===== src/hssp_defs.vh =====
`ifndef HSSP_DEFS_VH
`define HSSP_DEFS_VH
// ----------------------------------------------------------------
// command codes of the serial protocol
// ----------------------------------------------------------------
`define HSSP_CMD_REG_WR 8'hc1
`define HSSP_CMD_REG_RD 8'hc2
`define HSSP_CMD_DMA 8'hc3
`define HSSP_CMD_NET 8'hc4
// ----------------------------------------------------------------
// protocol phases
// ----------------------------------------------------------------
`define HSSP_ST_CMD 3'h0
`define HSSP_ST_ADDR 3'h1
`define HSSP_ST_DATA 3'h2
`define HSSP_ST_NET 3'h3
`define HSSP_ST_IGNORE 3'h4
// ----------------------------------------------------------------
// sizes, reset and fill values
// ----------------------------------------------------------------
`define HSSP_REG_DEPTH 16
`define HSSP_REG_AW 4
`define HSSP_REG_RESET 8'h00
`define HSSP_IDLE_BYTE 8'h00
`define HSSP_LAST_BIT 3'h7
`endif


===== src/hssp_port.v =====
// Functional notes
// - serial slave only, ready after reset when strapped
// - active low select gates all activity
// - sample master-out, drive master-in
// - master-in released while deselected
// - protocol reads/writes registers, starts dma
// - network data shares the same port
// - four polarity/phase modes, both ends agree
`timescale 1ns/100ps
`default_nettype none
`include "hssp_defs.vh"
module hssp_port (
    input wire clock,
    input wire rstn,
    input wire spi_sck,
    input wire spi_ssn_n,
    input wire spi_mosi,
    input wire spi_cfg,
    input wire mode_cpol,
    input wire mode_cpha,
    input wire [7:0] net_tx_data,
    output reg spi_miso_out,
    output reg spi_miso_oe,
    output reg dma_start,
    output reg [7:0] dma_addr,
    output reg [7:0] dma_len,
    output reg net_rx_valid,
    output reg [7:0] net_rx_data,
    output reg net_tx_taken
);
    // ----------------------------------------------------------------
    // input synchronisers
    // ----------------------------------------------------------------
    reg [4:0] sync1_reg; // first stage, read only by second
    reg [4:0] sync2_reg; // second stage
    reg sck_prev_reg; // last synced clock level
    reg sel_prev_reg; // last select state
    wire sck_s = sync2_reg[0];
    wire ssn_s = sync2_reg[1];
    wire mosi_s = sync2_reg[2];
    wire cfg_s = sync2_reg[3];
    wire cpha_s = sync2_reg[4];
    reg cpol_reg; // synced polarity
    reg cpol_meta_reg; // first stage of polarity
    // two flops on every pin
    always @(posedge clock or negedge rstn)
    begin
        if (!rstn)
        begin
            sync1_reg <= 5'h0a;
            sync2_reg <= 5'h0a;
            cpol_meta_reg <= 1'b0;
            cpol_reg <= 1'b0;
        end
        else
        begin
            sync1_reg <= {mode_cpha, spi_cfg, spi_mosi, spi_ssn_n, spi_sck};
            sync2_reg <= sync1_reg;
            cpol_meta_reg <= mode_cpol;
            cpol_reg <= cpol_meta_reg;
        end
    end
    // ----------------------------------------------------------------
    // edge detection
    // ----------------------------------------------------------------
    // port live only with strap high
    wire selected = cfg_s & ~ssn_s;
    wire sel_start = selected & ~sel_prev_reg;
    wire rise = sck_s & ~sck_prev_reg;
    wire fall = ~sck_s & sck_prev_reg;
    // leading edge leaves the idle level
    wire lead = cpol_reg ? fall : rise;
    wire trail = cpol_reg ? rise : fall;
    wire samp_edge = selected & ~sel_start & (cpha_s ? trail : lead);
    wire shift_edge = selected & ~sel_start & (cpha_s ? lead : trail);
    // ----------------------------------------------------------------
    // shift and protocol state
    // ----------------------------------------------------------------
    reg [2:0] bit_cnt_reg; // bits taken in this byte
    reg [7:0] rx_shift_reg; // incoming byte
    reg [7:0] tx_shift_reg; // outgoing byte
    reg [2:0] state_reg; // protocol phase
    reg [7:0] cmd_reg; // current command
    reg [7:0] addr_reg; // address byte
    reg [7:0] mem_reg [0:`HSSP_REG_DEPTH-1]; // host visible registers
    wire [7:0] idle_byte = `HSSP_IDLE_BYTE; // filler reply byte
    wire [7:0] rx_byte = {rx_shift_reg[6:0], mosi_s};
    wire byte_done = samp_edge & (bit_cnt_reg == `HSSP_LAST_BIT);
    wire [`HSSP_REG_AW-1:0] rx_idx = rx_byte[`HSSP_REG_AW-1:0];
    wire [`HSSP_REG_AW-1:0] addr_idx = addr_reg[`HSSP_REG_AW-1:0];
    reg [2:0] state_next;
    reg [7:0] tx_next;
    // next phase and reply byte per finished byte
    always @*
    begin
        state_next = state_reg;
        tx_next = `HSSP_IDLE_BYTE;
        case (state_reg)
            `HSSP_ST_CMD:
            begin
                if (rx_byte == `HSSP_CMD_REG_WR || rx_byte == `HSSP_CMD_REG_RD
                    || rx_byte == `HSSP_CMD_DMA)
                    state_next = `HSSP_ST_ADDR;
                else if (rx_byte == `HSSP_CMD_NET)
                begin
                    state_next = `HSSP_ST_NET;
                    tx_next = net_tx_data;
                end
                else
                    state_next = `HSSP_ST_IGNORE;
            end
            `HSSP_ST_ADDR:
            begin
                // read data returned in next byte
                if (cmd_reg == `HSSP_CMD_REG_RD)
                begin
                    tx_next = mem_reg[rx_idx];
                    state_next = `HSSP_ST_IGNORE;
                end
                else
                    state_next = `HSSP_ST_DATA;
            end
            `HSSP_ST_DATA:
                state_next = `HSSP_ST_IGNORE;
            `HSSP_ST_NET:
                tx_next = net_tx_data;
            `HSSP_ST_IGNORE:
                state_next = `HSSP_ST_IGNORE;
            default:
                state_next = `HSSP_ST_IGNORE;
        endcase
    end
    // serial engine and protocol sequencing
    always @(posedge clock or negedge rstn)
    begin
        if (!rstn)
        begin
            sck_prev_reg <= 1'b0;
            sel_prev_reg <= 1'b0;
            bit_cnt_reg <= 3'h0;
            rx_shift_reg <= 8'h00;
            tx_shift_reg <= 8'h00;
            state_reg <= `HSSP_ST_CMD;
            cmd_reg <= 8'h00;
            addr_reg <= 8'h00;
            spi_miso_out <= 1'b0;
            spi_miso_oe <= 1'b0;
            dma_start <= 1'b0;
            dma_addr <= 8'h00;
            dma_len <= 8'h00;
            net_rx_valid <= 1'b0;
            net_rx_data <= 8'h00;
            net_tx_taken <= 1'b0;
        end
        else
        begin
            sck_prev_reg <= sck_s;
            sel_prev_reg <= selected;
            dma_start <= 1'b0;
            net_rx_valid <= 1'b0;
            net_tx_taken <= 1'b0;
            spi_miso_oe <= selected;
            if (!selected)
            begin
                bit_cnt_reg <= 3'h0;
                rx_shift_reg <= 8'h00;
                state_reg <= `HSSP_ST_CMD;
                spi_miso_out <= 1'b0;
            end
            else if (sel_start)
            begin
                // phase 0 must present first bit before first edge
                if (!cpha_s)
                begin
                    spi_miso_out <= idle_byte[7];
                    tx_shift_reg <= {idle_byte[6:0], 1'b0};
                end
                else
                    tx_shift_reg <= `HSSP_IDLE_BYTE;
            end
            else
            begin
                if (samp_edge)
                begin
                    rx_shift_reg <= rx_byte;
                    bit_cnt_reg <= bit_cnt_reg + 3'h1;
                end
                if (shift_edge)
                begin
                    spi_miso_out <= tx_shift_reg[7];
                    tx_shift_reg <= {tx_shift_reg[6:0], 1'b0};
                end
                if (byte_done)
                begin
                    tx_shift_reg <= tx_next;
                    state_reg <= state_next;
                    if (state_reg == `HSSP_ST_CMD)
                        cmd_reg <= rx_byte;
                    if (state_reg == `HSSP_ST_ADDR)
                        addr_reg <= rx_byte;
                    if (state_reg == `HSSP_ST_CMD && rx_byte == `HSSP_CMD_NET)
                        net_tx_taken <= 1'b1;
                    if (state_reg == `HSSP_ST_DATA && cmd_reg == `HSSP_CMD_DMA)
                    begin
                        dma_start <= 1'b1;
                        dma_addr <= addr_reg;
                        dma_len <= rx_byte;
                    end
                    if (state_reg == `HSSP_ST_NET)
                    begin
                        net_rx_valid <= 1'b1;
                        net_rx_data <= rx_byte;
                        net_tx_taken <= 1'b1;
                    end
                end
            end
        end
    end
    // ----------------------------------------------------------------
    // register array
    // ----------------------------------------------------------------
    // register write on data byte
    genvar gi;
    generate
        for (gi = 0; gi < `HSSP_REG_DEPTH; gi = gi + 1)
        begin : g_reg
            always @(posedge clock or negedge rstn)
            begin
                if (!rstn)
                    mem_reg[gi] <= `HSSP_REG_RESET;
                else if (selected && byte_done && state_reg == `HSSP_ST_DATA
                         && cmd_reg == `HSSP_CMD_REG_WR && addr_idx == gi)
                    mem_reg[gi] <= rx_byte;
            end
        end
    endgenerate
endmodule // hssp_port
`default_nettype wire


===== config.mk =====
export PLATFORM = sky130hd
export DESIGN_NAME = hssp_port
export DESIGN_NICKNAME = d
export VERILOG_FILES = /design/src/hssp_port.v
export VERILOG_INCLUDE_DIRS = /design/src /design/src/src
export SDC_FILE = /design/constraint.sdc
export NUM_CORES = 1
export LEC_CHECK = 0
export ABC_AREA = 1
export BUFFER_PORTS_ARGS = -buffer_cell sky130_fd_sc_hd__clkbuf_2
export CAP_MARGIN = 15
export CELL_PAD_IN_SITES_DETAIL_PLACEMENT = 1
export CELL_PAD_IN_SITES_GLOBAL_PLACEMENT = 1
export CORE_UTILIZATION = 43
export DETAILED_ROUTE_END_ITERATION = 16
export GPL_TIMING_DRIVEN = 1
export PLACE_DENSITY_LB_ADDON = 0.1
export SLEW_MARGIN = 40
export SYNTH_ARGS = -nofsm -noshare
export SYNTH_HDL_FRONTEND = slang
export SYNTH_SLANG_ARGS = --single-unit

===== constraint.sdc =====
create_clock -name clock -period 3 [get_ports clock]
set_input_delay 0.15 -clock clock [delete_from_list [all_inputs] [get_ports clock]]
set_output_delay 0.15 -clock clock [all_outputs]
set_load 0.005 [all_outputs]

==> impl_metrics.yaml, run 1 <==
outcome:
  status: "finished, final reports clean"
layout:
  stdcell_count: 1683
  largest_register_ffs: 128
  nets: 1373
  area_delta_synth_final_pct: 14.43
  antenna-diode-count: 0
  layout-drive-gt1-share_pct: 10.58
clock_tree:
  cts_setup_buffers: 0
  cts.repair.resized: 0
  tritoncts: "done"
  cts_buffer_depth: 3
  clock_sinks: 207
  cts.reportedPaths.clkPinSlew_ns: 0.06
  h-tree-depth: 1
  cts_root_buf: "clkbuf_16"
  clk_latency_ns: 0.53
  cts_buffers: 25
power_and_ir_drop:
  pwr-share-seq_pct: 48.4
  internal_power_mw: 4.498
  combPwrFrac_pct: 2.8
  switching_share_pct: 22.80
  p_leak_nw: 6.150
  vdd_drop_max_uv: 382.0
  clockPowerShare_pct: 48.8
  p_per_area_mw_per_mm2: 501.6
  p_sw_mw: 1.329
floorplanning:
  initial_utilization_pct: 44.30
  die_w_um: 155.7
  dieHeight_um: 155.7
  coreArea_sq_mm: 0.02292
  std_cell_rows: 55
  io_pins: 45
  die_area_sq_mm: 0.02423
sta:
  holdWs_ns: 0.1784
  hold_violations: 0
  skew_ns: 0.01549
  max_slew_margin_pct: 46.32
  fin_crit_sh_pct: 83.32
  final_max_slew_viol_count: 0
  tightest_slew_ns: 0.8022
  rsz0062_at_grt: "false"
  tns_ns: 0
  finalCriticalPeriod_ns: 2.500
  setup_viol: 0
  fmax_ghz: 0.4001
logic_synthesis:
  yosys_warnings: 0
  synth_nets: 1330
  seq_area_frac_synth_pct: 51.07
  synth_area_per_cell_sq_um: 7.738
  synthCells: 1312
  ys_ff_latch: 207
  netlist_area_sq_mm: 0.01015
  yosysUniqueCellTypes: 29
worst_setup_path:
  crit_type: "reg2reg"
  reg2reg_from: "sync2_reg[3]"
  worstReg2RegEnd: "mem_reg[10]"
  worstRegToRegCells: 10
  start_kind: "flop"
  end_kind: "flop"
  crit_arrival_ns: 2.91
  rrSetupSlack_ns: 0.50
  cp_max_fo: 51
  worst_ep_required_time_ns: 3.41
flow_run:
  cap_violations: 0
grt:
  track_usage_pct: 26.78
  grt_pass1_wl_um: 51350
  antenna_found_initial: 0
  grt_pass1_vias: 9400
  grt_max_degree: 78
  grt-ovfl-total: 0
detailed_routing:
  routed_wl_um: 30840
  route.detailed.drc: 0
  routed_via_density: 5.390
  drt-initial-drc-count: 611
  ant_nets: 0
  wire_per_inst_um: 18.32
  first_pass_iters: 5
  vias: 9071
place:
  place_inst: 1626
  port_buffers: 44
  dp_hpwl_um: 19790
  place_congestion: 0.7971
min_path:
  hold_path_class: "in2async"
## critical path, stage by stage (launching register included)
cell,delay [ns]
dfstp_2,0.51
inv_1,0.03
or2_1,0.25
nor2_4,0.27
nand4_2,0.19
nor2_4,0.14
buf_12,0.25
buf_4,0.37
nand3_4,0.17
nand2_1,0.11
nand2_1,0.06
## layout by cell type, fill, tap and decap left out, drive strengths merged
cell type | synthesis | final
nor3b | 1 | 1
nand2 | 685 | 685
o22ai | 7 | 7
nand3 | 61 | 61
or2 | 2 | 2
nor2 | 30 | 30
a21oi | 5 | 5
buf | 48 | 35
ha | 2 | 2
dfrtp | 203 | 203
inv | 45 | 47
dlygate4sd3 | 0 | 15
nor3 | 8 | 8
o31ai | 1 | 1
clkinv | 2 | 6
o21ai | 42 | 42
dfstp | 4 | 4
nand4 | 136 | 136
clkbuf | 30 | 80
## how the worst max path moves through the flow
stage / startpoint / endpoint / slack [ns] / cells past startpoint
4_1_cts: sync2_reg[3] / mem_reg[1] / 0.48 / 10
6_report: sync2_reg[3] / mem_reg[10] / 0.50 / 10
5_1_grt: sync2_reg[3] / mem_reg[10] / 0.33 / 10
3_5_place_dp: sync2_reg[3] / mem_reg[1] / 0.51 / 10
3_3_place_gp: sync2_reg[3] / mem_reg[0] / 0.59 / 10
2_1_floorplan: sync2_reg[3] / mem_reg[0] / 1.22 / 9
## power by group through the flow
stage               clock [mW]  sequential (mW)  combinational (mW)
detailed placement           0             2.87               0.153
CTS                       2.90             2.82               0.169
global route              2.99             2.82               0.188
global placement             0             2.87               0.152
finish                    2.84             2.82               0.165
floorplan                    0             2.86              0.0580
## metal layers
metal  track usage (%)  share of wire [%]  vias to the layer above
met3             3.472                4.3                       55
met5                 0                  0                        -
met1             38.07                 48                     4448
met2             42.66                 45                      201
li1                  -                  -                     4367
met4             7.983                2.8                        0
## synth_stat cells (all sizes together)
cell | n | area, sq um
a21oi | 5 | 25.02
buf | 48 | 277.8
clkbuf | 30 | 112.6
clkinv | 2 | 7.510
dfrtp | 203 | 5080
dfstp | 4 | 105.1
ha | 2 | 25.02
inv | 45 | 168.9
nand2 | 685 | 2571
nand3 | 61 | 440.4
nand4 | 136 | 857.1
nor2 | 30 | 145.1
nor3 | 8 | 50.05
nor3b | 1 | 12.51
o21ai | 42 | 210.2
o22ai | 7 | 43.79
o31ai | 1 | 7.510
or2 | 2 | 12.52
## cells by family after synthesis
| family | count (synthesis) | synth area share, % |
|---|---|---|
| AND/OR/NAND/NOR | 923 | 40.28 |
| AO/OA/AOI/OAI | 55 | 2.822 |
| adder cells (fa/ha/maj) | 2 | 0.2464 |
| flip-flops | 207 | 51.07 |
| buffers and inverters | 125 | 5.583 |
## per-stage QoR
step | cell area, sq um | util [%] | power [mW] | setup WS (ns)
after floorplan | 10150 | - | 2.922 | 1.222
after global placement | 10710 | 46.74 | 3.022 | 0.5894
after detailed placement | 10710 | 46.74 | 3.024 | 0.5126
after CTS | 11610 | 50.69 | 5.886 | 0.4796
after global routing | 11620 | 50.70 | 5.995 | 0.3274
final | 11620 | 50.70 | 5.827 | 0.5005
## final cells by class
cell class / count / area (sq um)
Fill cell: 2869 / 11300
Inverter: 47 / 176.4
Clock buffer: 36 / 716.9
Tap cell: 313 / 391.6
Sequential cell: 207 / 5187
Clock inverter: 6 / 37.54
Multi-Input combinational cell: 980 / 4403
Timing Repair Buffer: 94 / 704.4
## what timing repair did
item                                    CTS  global route
hold endpoints to repair                 77             0
endpoints found under the setup margin    0             0
hold buffers                             15             0
Note: power is estimated with default switching activity, not from simulation.
==> inputs of run 2 (changes only) <==
Clock period 3 ns to 2.4 ns, I/O delays scaled along.
==> impl_metrics.yaml, run 2 (synthesis gave the netlist of run 1 again) <==
worst_setup_path:
  crit_arrival_ns: 2.59
  end_kind: "flop"
  worst_ep_required_time_ns: 2.82
  reg2reg_from: "sync2_reg[3]"
  worstRegToRegCells: 10
  cp_max_fo: 28
  start_kind: "flop"
  rrSetupSlack_ns: 0.23
  crit_type: "reg2reg"
  worstReg2RegEnd: "mem_reg[50]"
sta:
  skew_ns: 0.007006
  setup_viol: 0
  final_max_slew_viol_count: 0
  timing.final.ws_setup_ns: 0.2289
  rsz0062_at_grt: "false"
  tightest_slew_ns: 0.7422
  hold_violations: 0
  max_slew_margin_pct: 50.52
  fin_crit_sh_pct: 90.46
  finalCriticalPeriod_ns: 2.171
  fmax_ghz: 0.4606
  tns_ns: 0
flow_run:
  cap_violations: 0
detailed_routing:
  routed_via_density: 5.368
  drt-initial-drc-count: 679
  route.detailed.drc: 0
  first_pass_iters: 5
  ant_nets: 0
  vias: 9164
  routed_wl_um: 30750
  wire_per_inst_um: 18.01
floorplanning:
  coreArea_sq_mm: 0.02292
  initial_utilization_pct: 44.30
  die_area_sq_mm: 0.02423
  std_cell_rows: 55
  die_w_um: 155.7
  io_pins: 45
  dieHeight_um: 155.7
clock_tree:
  cts_setup_buffers: 0
  cts.repair.resized: 0
  tritoncts: "done"
  cts.reportedPaths.clkPinSlew_ns: 0.06
  cts_buffers: 25
  cts_buffer_depth: 3
  clock_sinks: 207
  cts_root_buf: "clkbuf_16"
  h-tree-depth: 1
  clk_latency_ns: 0.52
  ctsHoldBuffers: 15
place:
  dp_hpwl_um: 20380
  port_buffers: 44
  place_inst: 1646
  place_congestion: 0.8383
  place_ws_ns: 0.2526
grt:
  grt_pass1_wl_um: 51140
  track_usage_pct: 26.70
  grt_pass1_vias: 9532
  grt-ovfl-total: 0
  grt_max_degree: 89
  antenna_found_initial: 0
layout:
  stdcell_count: 1707
  layout-drive-gt1-share_pct: 12.12
  multi_input_area_sq_mm: 0.004400
  layout_common_cells: "685 x nand2_1, 201 x dfrtp_1, 135 x nand4_1"
  nets: 1393
  antenna-diode-count: 0
  area_delta_synth_final_pct: 17.73
  final_common_cell: "nand2_1"
  fill_cells: 2850
  largest_register_ffs: 128
  seq_area_sq_mm: 0.005187
power_and_ir_drop:
  vdd_drop_max_uv: 528.9
  p_per_area_mw_per_mm2: 652.0
  p_leak_nw: 6.322
outcome:
  status: "finished, final reports clean"
min_path:
  hold_path_class: "in2async"
## run 2: changes by cell type in the layout (fill, tap and decap cells not counted), sizes merged
cell and change:
clkinvlp +2, inv -1, clkbuf -4, bufinv +5
buf +20, clkinv +2
## run 2: layout make-up
type | count | share of cell area (%)
clock buffers | 32 | 5.621
clock inverters | 14 | 1.738
inverters | 47 | 1.476
multi-input cells | 980 | 36.82
flip-flops and latches | 207 | 43.40
well taps | 313 | 3.276
repair buffers | 114 | 7.673
## run 2: report_power, final
part | switching [mW] | total (mW) | internal, mW
Combinational | 0.160 | 0.227 | 0.0663
Clock | 1.52 | 4.04 | 2.52
Sequential | 0.0125 | 3.52 | 3.51
## run 2: per-layer routing
metal	share of wire [%]	GRT usage (%)
met1	47	36.96
met2	47	44.33
met3	3.5	3.222
met4	2.2	7.003
met5	0	0
## run 2: metrics by stage
step / cell area [sq um] / util [%] / hold WS (ns) / total power, mW
2_1_floorplan: 10150 / - / -0.1756 / 3.652
3_3_place_gp: 10920 / 47.67 / 0.2138 / 3.795
3_5_place_dp: 10920 / 47.67 / 0.2125 / 3.797
4_1_cts: 11950 / 52.16 / 0.2250 / 7.873
5_1_grt: 11950 / 52.16 / 0.2321 / 8.041
6_report: 11950 / 52.16 / 0.1941 / 7.793
## run 2: worst max path at each step
| stage | from | end | slack (ns) |
|---|---|---|---|
| 6_report | sync2_reg[3] | mem_reg[50] | 0.23 |
| 4_1_cts | sync2_reg[3] | mem_reg[50] | 0.23 |
| 3_3_place_gp | sync2_reg[3] | mem_reg[48] | 0.30 |
| 5_1_grt | sync2_reg[3] | mem_reg[50] | 0.09 |
| 3_5_place_dp | sync2_reg[3] | mem_reg[50] | 0.25 |
| 2_1_floorplan | sync2_reg[3] | mem_reg[120] | 0.62 |
## run 2: worst max-delay path, cell delays in order, from the launching register on
cell     delay (ns)
dfstp_2        0.51
inv_1          0.03
or2_1          0.25
nor2_4         0.14
nand4_2        0.15
nor2_4         0.13
buf_12         0.20
buf_4          0.30
nand3_4        0.17
nand2_1        0.11
nand2_1        0.05
